[config.mk]
export PLATFORM = sky130hd
export DESIGN_NAME = madsp_top
export DESIGN_NICKNAME = d
export VERILOG_FILES = /design/src/logic/madsp_pkg.sv /design/src/logic/madsp_stage.sv /design/src/logic/madsp_top.sv
export SDC_FILE = /design/constraint.sdc
export NUM_CORES = 1
export LEC_CHECK = 0
export ABC_AREA = 1
export BUFFER_PORTS_ARGS = -buffer_cell sky130_fd_sc_hd__buf_2
export CAP_MARGIN = 20
export CORE_MARGIN = 2
export CORE_UTILIZATION = 45
export CTS_BUF_LIST = sky130_fd_sc_hd__clkbuf_8
export DETAILED_ROUTE_END_ITERATION = 10
export PLACE_DENSITY = 0.62
export SYNTH_ARGS = -nofsm -noshare
export SYNTH_HDL_FRONTEND = slang
export SYNTH_SLANG_ARGS = --single-unit
[constraint.sdc]
create_clock -name clk -period 12.2 [get_ports clk]
set_input_delay 0.61 -clock clk [delete_from_list [all_inputs] [get_ports clk]]
set_output_delay 0.61 -clock clk [all_outputs]
set_load 0.03 [all_outputs]
[src/logic/madsp_pkg.sv]
// shared constants of the multiply-accumulate element
package madsp_pkg;
    // ======================================================================
    // datapath widths
    localparam int OP_W = 9;
    localparam int PROD_W = 2 * OP_W;
    localparam int ACC_W = 24;
    localparam int LANES = 4;

    // ======================================================================
    // register port
    localparam int ADDR_W = 4;
    localparam int DATA_W = 8;
    localparam logic [ADDR_W-1:0] ADDR_CFG = 4'h0;
    localparam logic [ADDR_W-1:0] ADDR_CLKSEL = 4'h1;
    localparam logic [ADDR_W-1:0] ADDR_STATUS = 4'h2;
    localparam logic [ADDR_W-1:0] ADDR_IRQ_EN = 4'h3;
    localparam logic [ADDR_W-1:0] ADDR_IRQ_CLR = 4'h4;
    localparam logic [ADDR_W-1:0] ADDR_RESULT_LO = 4'h5;

    // ======================================================================
    // configuration fields
    localparam int CFG_MODE_LSB = 0;
    localparam int CFG_IN_BYP = 2;
    localparam int CFG_PIPE_BYP = 3;
    localparam int CFG_OUT_BYP = 4;
    localparam int CFG_W = 5;
    localparam logic [CFG_W-1:0] CFG_RESET = 5'h00;

    localparam logic [1:0] MODE_MAC = 2'h0;
    localparam logic [1:0] MODE_DUAL = 2'h1;
    localparam logic [1:0] MODE_QUAD = 2'h2;

    localparam int SEL_IN_LSB = 0;
    localparam int SEL_PIPE_LSB = 2;
    localparam int SEL_OUT_LSB = 4;
    localparam int SEL_W = 6;
    localparam logic [SEL_W-1:0] CLKSEL_RESET = 6'h00;

    // ======================================================================
    // event bits
    localparam int EVT_OVF = 0;
    localparam int EVT_INIT = 1;
    localparam int EVT_W = 2;
    localparam logic [EVT_W-1:0] EVT_RESET = 2'h0;
endpackage : madsp_pkg

[src/logic/madsp_stage.sv]
// one bypassable register stage of the element
`timescale 1ns/1ps
module madsp_stage #(
    parameter int W = 8
) (
    input wire logic clk,
    input wire logic rst_n,
    input wire logic clear,
    input wire logic load,
    input wire logic bypass,
    input wire logic [W-1:0] d,
    output logic [W-1:0] q
);
    logic [W-1:0] dataQ;

    // routing reset acts on any edge so a stopped source clock cannot hold stale data
    always_ff @(posedge clk or negedge rst_n) begin
        if (!rst_n) begin
            dataQ <= '0;
        end else if (clear) begin
            dataQ <= '0;
        end else if (load) begin
            dataQ <= d;
        end
    end

    assign q = bypass ? d : dataQ;
endmodule : madsp_stage

[src/logic/madsp_top.sv]
// multiply-accumulate element with dual and quad product modes
`timescale 1ns/1ps
module madsp_top
    import madsp_pkg::*;
(
    input wire logic clk,
    input wire logic rst_n,
    // fabric operands and controls
    input wire logic [OP_W-1:0] a0,
    input wire logic [OP_W-1:0] b0,
    input wire logic [OP_W-1:0] a1,
    input wire logic [OP_W-1:0] b1,
    input wire logic [OP_W-1:0] a2,
    input wire logic [OP_W-1:0] b2,
    input wire logic [OP_W-1:0] a3,
    input wire logic [OP_W-1:0] b3,
    input wire logic subFirst,
    input wire logic subSecond,
    input wire logic accLoad,
    input wire logic [ACC_W-1:0] accInit,
    input wire logic stageCe,
    input wire logic stageRst,
    input wire logic clockSourceZero,
    input wire logic clockSourceOne,
    input wire logic clockSourceTwo,
    input wire logic clockSourceThree,
    output logic [ACC_W-1:0] result,
    output logic overflow,
    // register port
    input wire logic [ADDR_W-1:0] regAddr,
    input wire logic [DATA_W-1:0] regWrData,
    input wire logic regWr,
    input wire logic regRd,
    output logic [DATA_W-1:0] regRdData,
    output logic irq
);
    // ======================================================================
    // registers
    logic [CFG_W-1:0] cfgQ;
    logic [SEL_W-1:0] clkSelQ;
    logic [EVT_W-1:0] statusQ;
    logic [EVT_W-1:0] irqEnQ;
    logic [DATA_W-1:0] rdDataQ;
    logic [DATA_W-1:0] rdDataD;
    logic [1:0] mode;
    logic isMac;
    logic inBypass;
    logic pipeBypass;
    logic outBypass;
    logic clrWr;

    assign mode = cfgQ[CFG_MODE_LSB +: 2];
    assign isMac = (mode == MODE_MAC);
    assign inBypass = cfgQ[CFG_IN_BYP];
    assign pipeBypass = cfgQ[CFG_PIPE_BYP];
    // accumulate mode has no output bypass
    assign outBypass = cfgQ[CFG_OUT_BYP] && !isMac;
    assign clrWr = regWr && (regAddr == ADDR_IRQ_CLR);

    always_ff @(posedge clk or negedge rst_n) begin
        if (!rst_n) begin
            cfgQ <= CFG_RESET;
        end else if (regWr && regAddr == ADDR_CFG) begin
            cfgQ <= regWrData[CFG_W-1:0];
        end
    end

    always_ff @(posedge clk or negedge rst_n) begin
        if (!rst_n) begin
            clkSelQ <= CLKSEL_RESET;
        end else if (regWr && regAddr == ADDR_CLKSEL) begin
            clkSelQ <= regWrData[SEL_W-1:0];
        end
    end

    always_ff @(posedge clk or negedge rst_n) begin
        if (!rst_n) begin
            irqEnQ <= EVT_RESET;
        end else if (regWr && regAddr == ADDR_IRQ_EN) begin
            irqEnQ <= regWrData[EVT_W-1:0];
        end
    end

    // ======================================================================
    // clock source selection
    logic [3:0] srcMeta;
    logic [3:0] srcSync;
    logic [3:0] srcPrev;
    logic [3:0] srcRise;
    logic inEn;
    logic pipeEn;
    logic outEn;

    always_ff @(posedge clk or negedge rst_n) begin
        if (!rst_n) begin
            srcMeta <= 4'h0;
            srcSync <= 4'h0;
            srcPrev <= 4'h0;
        end else begin
            srcMeta <= {clockSourceThree, clockSourceTwo, clockSourceOne, clockSourceZero};
            srcSync <= srcMeta;
            srcPrev <= srcSync;
        end
    end

    // sources are sampled, so each must stay below half the system clock
    assign srcRise = srcSync & ~srcPrev;
    assign inEn = srcRise[clkSelQ[SEL_IN_LSB +: 2]] && stageCe;
    assign pipeEn = srcRise[clkSelQ[SEL_PIPE_LSB +: 2]] && stageCe;
    assign outEn = srcRise[clkSelQ[SEL_OUT_LSB +: 2]] && stageCe;

    // ======================================================================
    // input, multiplier and pipeline lanes
    logic [2*OP_W-1:0] opRaw [LANES];
    logic [2*OP_W-1:0] opReg [LANES];
    logic signed [PROD_W-1:0] prodRaw [LANES];
    logic signed [PROD_W-1:0] prod [LANES];

    assign opRaw[0] = {a0, b0};
    assign opRaw[1] = {a1, b1};
    assign opRaw[2] = {a2, b2};
    assign opRaw[3] = {a3, b3};

    for (genvar g = 0; g < LANES; g++) begin : gLane
        madsp_stage #(.W(2 * OP_W)) uIn (
            .clk(clk),
            .rst_n(rst_n),
            .clear(stageRst),
            .load(inEn),
            .bypass(inBypass),
            .d(opRaw[g]),
            .q(opReg[g])
        );
        assign prodRaw[g] = $signed(opReg[g][2*OP_W-1:OP_W]) * $signed(opReg[g][OP_W-1:0]);
        madsp_stage #(.W(PROD_W)) uPipe (
            .clk(clk),
            .rst_n(rst_n),
            .clear(stageRst),
            .load(pipeEn),
            .bypass(pipeBypass),
            .d(prodRaw[g]),
            .q(prod[g])
        );
    end

    // ======================================================================
    // adders
    logic signed [PROD_W:0] pairFirst;
    logic signed [PROD_W:0] pairSecond;
    logic signed [PROD_W+1:0] quadSum;
    logic signed [ACC_W-1:0] comboRes;

    // select high means the second product is subtracted
    assign pairFirst = subFirst ? prod[0] - prod[1] : prod[0] + prod[1];
    assign pairSecond = subSecond ? prod[2] - prod[3] : prod[2] + prod[3];
    assign quadSum = pairFirst + pairSecond;
    assign comboRes = (mode == MODE_QUAD) ? ACC_W'(quadSum) : ACC_W'(pairFirst);

    // ======================================================================
    // accumulator and output register
    logic signed [ACC_W-1:0] resultQ;
    logic signed [ACC_W-1:0] resultD;
    logic signed [ACC_W-1:0] prodExt;
    logic signed [ACC_W-1:0] accSum;
    logic ovfNow;
    logic ovfQ;
    logic ovfD;

    assign prodExt = ACC_W'(prod[0]);
    assign accSum = resultQ + prodExt;
    // two's complement overflow: like signs in, other sign out
    assign ovfNow = (resultQ[ACC_W-1] == prodExt[ACC_W-1]) && (accSum[ACC_W-1] != resultQ[ACC_W-1]);

    always_comb begin
        resultD = resultQ;
        ovfD = ovfQ;
        if (isMac) begin
            if (accLoad) begin
                resultD = accInit;
                ovfD = 1'b0;
            end else begin
                resultD = accSum;
                ovfD = ovfQ || ovfNow;
            end
        end else begin
            resultD = comboRes;
            ovfD = 1'b0;
        end
    end

    always_ff @(posedge clk or negedge rst_n) begin
        if (!rst_n) begin
            resultQ <= '0;
        end else if (stageRst) begin
            resultQ <= '0;
        end else if (outEn) begin
            resultQ <= resultD;
        end
    end

    // flag moves only with the output register
    always_ff @(posedge clk or negedge rst_n) begin
        if (!rst_n) begin
            ovfQ <= 1'b0;
        end else if (stageRst) begin
            ovfQ <= 1'b0;
        end else if (outEn) begin
            ovfQ <= ovfD;
        end
    end

    assign result = outBypass ? comboRes : resultQ;
    assign overflow = ovfQ;

    // ======================================================================
    // events, status and interrupt
    logic [EVT_W-1:0] evtSet;

    assign evtSet[EVT_OVF] = outEn && !stageRst && ovfD && !ovfQ;
    assign evtSet[EVT_INIT] = outEn && !stageRst && isMac && accLoad;

    // a set in the clearing cycle survives
    always_ff @(posedge clk or negedge rst_n) begin
        if (!rst_n) begin
            statusQ <= EVT_RESET;
        end else begin
            statusQ <= (statusQ & ~(clrWr ? regWrData[EVT_W-1:0] : EVT_RESET)) | evtSet;
        end
    end

    assign irq = |(statusQ & irqEnQ);

    // ======================================================================
    // read path
    always_comb begin
        rdDataD = '0;
        if (regRd) begin
            case (regAddr)
                ADDR_CFG: rdDataD = DATA_W'(cfgQ);
                ADDR_CLKSEL: rdDataD = DATA_W'(clkSelQ);
                ADDR_STATUS: rdDataD = DATA_W'(statusQ);
                ADDR_IRQ_EN: rdDataD = DATA_W'(irqEnQ);
                ADDR_RESULT_LO: rdDataD = resultQ[DATA_W-1:0];
                default: rdDataD = '0;
            endcase
        end
    end

    // answer stands for the one cycle after the strobe only
    always_ff @(posedge clk or negedge rst_n) begin
        if (!rst_n) begin
            rdDataQ <= '0;
        end else begin
            rdDataQ <= rdDataD;
        end
    end

    assign regRdData = rdDataQ;

    // widened copies keep the checks free of the adders' own widths
    logic signed [ACC_W-1:0] prodWide [LANES];

    for (genvar c = 0; c < LANES; c++) begin : gWide
        assign prodWide[c] = ACC_W'(prod[c]);
    end
endmodule : madsp_top

Yosys cells after proc, flatten, opt, wreduce, memory -nomap -nowiden
Index checks and enable logic that the tools add are counted.
{"block": "totals", "register_bits": 204, "output_inout_bits": 34}
{"block": "classes", "addsub": 6, "n_mul": 4, "order_cmp": 3, "n_eq_ne": 8, "muxes": 45, "bitwise_logic": 6, "n_reduce_logical": 24}
{"cell": "$mux 18", "n": 24}
{"cell": "$mux 24", "n": 6}
{"cell": "$mul 9x9->18", "n": 4}
{"cell": "$pmux 8 s5", "n": 1}
{"cell": "$add 18x18->19", "n": 2}
{"cell": "$mux 19", "n": 2}
{"cell": "$sub 18x18->19", "n": 2}
{"cell": "$add 24x18->24", "n": 1}
{"cell": "$add 19x19->20", "n": 1}
{"cell": "$logic_and 1x1->1", "n": 14}
{"cell": "$lt 2x3->1 const B", "n": 3}
{"cell": "$eq 4x2->1 const B", "n": 2}
{"cell": "$eq 4x3->1 const B", "n": 2}
{"cell": "$mux 8", "n": 1}
{"cell": "$mux 1", "n": 7}
{"cell": "$bmux 1 s2", "n": 3}
{"cell": "$reduce_bool 2->1", "n": 3}
{"cell": "$and 2x2->2", "n": 2}
{"cell": "$and 4x4->4", "n": 1}
{"cell": "$eq 4x1->1 const B", "n": 1}
{"cell": "$logic_not 4->1", "n": 1}
{"cell": "$not 4->4", "n": 1}
{"cell": "$logic_not 1->1", "n": 3}
{"cell": "$eq 2x2->1 const B", "n": 1}
{"cell": "other kinds (8)", "n": 8}

Longest topological paths before layout
{"block": "logic_depth", "ltp_word": 12, "mapped_depth": 55, "mapped_depth_nobuf": 53}

By module
Synthesis repeated with hierarchy kept, for this count alone.
{"block": "hier_totals", "hier_cells": 4028, "hier_area_um2": 28630.0}
{"module": "madsp_top", "n_inst": 1, "cells_each": 2940, "area_each_um2": 20882.5, "seq_area_each_um2": 1501.4}
{"module": "madsp_stage", "n_inst": 8, "cells_each": 136, "area_each_um2": 968.4, "seq_area_each_um2": 450.4}

Worst setup path before layout
OpenSTA, ideal clock, no wires.
{"block": "synth_path", "path_type": "register -> output", "start": "register cfgQ[2]", "end": "output port result[18]", "arrival_ns": 8.493, "path_slack_ns": 3.097, "path_stages_with_launch": 49, "path_cell_list": "dfrtp_1 buf_4 clkbuf_1 clkbuf_1 o21ai_0 inv_1 nand2_1 fa_1 inv_1 fa_1 inv_1 fa_1 inv_1 fa_1 ha_1 ha_1 a21oi_1 nand2_1 [... 13 more ...] o21bai_1 nand3_1 nand2_1 nand2_1 nand2_1 xor2_1 inv_1 ha_1 inv_1 nor3_1 inv_1 nor4_1 nand4_1 nand3_1 nand2_1 nand3_1 nand2_2 o21ai_1"}
{"block": "synth_between", "elab_chain_len": 8, "elab_cells_between_ends": 21, "cone_classes": "5 x add/sub; 4 x mul; 12 x mux"}
{"element": "start: declaration", "line": "madsp_top.sv:39", "rtl": "logic [CFG_W-1:0] cfgQ;"}
{"element": "start signal: assignment", "line": "madsp_top.sv:64", "rtl": "cfgQ <= regWrData[CFG_W-1:0];"}
{"element": "$mux 18", "line": "madsp_stage.sv:27", "rtl": "assign q = bypass ? d : dataQ;"}
{"element": "$mul 9x9->18", "line": "madsp_top.sv:134", "rtl": "assign prodRaw[g] = $signed(opReg[g][2*OP_W-1:OP_W]) * $signed(opReg[g][OP_W-1:0]);"}
{"element": "$mux 18", "line": "madsp_stage.sv:27"}
{"element": "$add 18x18->19, or another cell as far along", "line": "madsp_top.sv:154", "rtl": "assign pairFirst = subFirst ? prod[0] - prod[1] : prod[0] + prod[1];"}
{"element": "$mux 19 (on tied branches)", "line": "madsp_top.sv:154, madsp_top.sv:155"}
{"element": "$add 19x19->20", "line": "madsp_top.sv:156", "rtl": "assign quadSum = pairFirst + pairSecond;"}
{"element": "$mux 24 (*)", "line": "madsp_top.sv:157", "rtl": "assign comboRes = (mode == MODE_QUAD) ? ACC_W'(quadSum) : ACC_W'(pairFirst);"}
{"element": "$mux 24 (*)", "line": "madsp_top.sv:212", "rtl": "assign result = outBypass ? comboRes : resultQ;"}
{"element": "end: declaration", "line": "madsp_top.sv:27", "rtl": "output logic [ACC_W-1:0] result,"}
Mark *: on every way between the ends. The rest lies on a longest branch, timed or not.

Worst setup path in the final report
Same ends and word-level chain as after synthesis.

==> reports/metrics.yaml <==
status: "finished with violations"
synth.avg_cell_area_um2: 7.377
tns_ns: 0
cts_hold_buffers: 0
crit_top_cell: "inv_1"
vias: 23490
cts_root_buffer: "clkbuf_8"
ys_ff_latch: 204
cts_tree: "built"
synth_top_area_cell: "fa_1"
synth-edff-count: 0
htree_num_levels: 2
ant_nets: 0
rsz0062_at_grt: "no"
overflow: 0
path_clk_slew_ns: 0.06
ctsResizeCount: 0
drive_gt1_share_pct: 7.402
globalplace.congestion: 0.9283
cts_setup_buffers: 0
initial_core_util_pct: 45.55
path_buf_inv: 10
finalHoldViolCount: 0
core_area_um2: 59130
worstRegToRegCells: 45
wl_per_cell_um: 15.36
die_height_um: 248.7
max_stage_delay_ns: 0.70
fin_crit_ns: 11.03
cp.arrival_ns: 10.42
grt_pass1_vias: 23460
worstHoldPathType: "input port to asynchronous set/reset pin"
avgViaCountPerCell: 5.123
relSlewSlack_pct: 28.91
ff2ff_setup_slack_ns: 2.45
ios: 155
synth_common_cells: "nand2_1, inv_1, o21ai_0"
initialDrtViolationCount: 1329
yosysTopAreaCellShare_pct: 21.11
hpwl_um: 55790
area_delta_synth_final_pct: 9.151
timing.rr.start: "cfgQ[2]$_DFFE_PN0P_"
maxSlewViolCount: 0
clock_sinks: 204
netlist_area_um2: 26930
synth_cells: 3651
grt_max_degree: 97
startpoint_type: "flip-flop"
worstPathRequired_ns: 11.59
r2r-end: "resultQ[18]$_DFFE_PN0P_"
die_area_um2: 61830
setup_viol: 0
synth_most_common_cell: "nand2_1"
crit_path_top_delay_cell: "dfrtp_4"
drtPass1Iterations: 9
async_flop_share_pct: 100.0
finClkSkew_ns: 0.02261
ys_types: 53
crit_path_end_kind: "output port"
timing.fmax_mhz: 90.64
numCtsBuffers: 42
chipWidth_um: 248.7
violations: "design-rule violations"
worstSetupPathType: "flip-flop to output port"
synth-seq-area-share_pct: 18.95
insertion_delay_ns: 0.63
nets: 4417
cp_max_fo: 70
antenna_found_initial: 3
drc: 28
max_cap_violations: 0
synth_top_cells_by_area: "fa_1, dfrtp_1, nand2_1"
startpoint: "cfgQ[2]$_DFFE_PN0P_"
worstMarginPinSlew_ns: 1.055
cts.path.max_buffers: 3
synth_fp_nets: 4288
grt_usage_pct: 23.16
wl_um: 70410
period_share_pct: 90.43
rows: 89
path_delay_family: "adder cells"
yosysWarnings: 0
ys.flop_type: "dfrtp_1"
grt_pass1_wl_um: 117900
io_buffers: 152
metrics by stage:
step                hold WS [ns]  util (%)  area [um^2]  cells  worst slack (ns)
finish                   0.04190     49.72        29400   4585             1.167
global route             0.07017     49.72        29400   4584            0.4925
CTS                      0.02224     49.66        29370   4582             1.260
detailed placement        0.3347     48.23        28520   4508             1.966
global placement          0.3348     48.23        28520   4508             1.955
floorplan                 0.3144         -        26930   3651             3.097
worst max path at each step:
stage | end | cells past startpoint
after floorplan | result[18] | 48
after global placement | result[18] | 41
after detailed placement | result[18] | 40
after CTS | result[18] | 40
after global routing | result[18] | 44
final | result[18] | 43
placed cells by master, fill, tap and decap left out, types with 82 or more instances in the layout:
cell	n
buf_2	151
inv_1	724
o21ai_0	355
a21oi_1	139
ha_1	232
nand3_1	213
nor2_1	263
nand2_1	790
dfrtp_1	202
fa_1	284
xor2_1	82
cell type report:
cell class	count	area (um^2)
fillers	5990	29730
diodes	2	5.005
well taps	773	967.2
flip-flops and latches	204	5110
multi-input cells	2638	18790
repair buffers	176	983.4
inverters	718	2698
clock inverters	22	130.1
clock buffers	52	715.7
cell families after synthesis:
logic type                 synth area share [%]
and+or+nand+nor                           20.71
buffers and inverters                     11.39
AOI/OAI and AO/OA                         12.67
adders and majority gates                 31.89
DFF                                       18.95
xor gates and xnor gates                  4.390
per-layer routing:
layer / up-vias / global-route usage [%] / wire (um)
met3: 89 / 3.182 / 4066
met5: - / 0 / 0
met2: 620 / 38.32 / 31900
li1: 11730 / - / -
met4: 0 / 5.697 / 1674
met1: 11050 / 32.08 / 32760
flip-flops by register name, indices dropped and copies added, names as in the netlist:
| name | cells |
|---|---|
| srcSync | 4 |
| srcMeta | 4 |
| cfgQ | 5 |
| srcPrev | 4 |
| resultQ | 24 |
| overflow | 1 |
| gLane.uIn.dataQ | 72 |
| regRdData | 8 |
| gLane.uPipe.dataQ | 72 |
| irqEnQ | 2 |
| clkSelQ | 6 |
| statusQ | 2 |
Power is left out: the tool's default activity adds up to more than one toggle a clock period on the data nets, which glitch-free logic cannot reach.
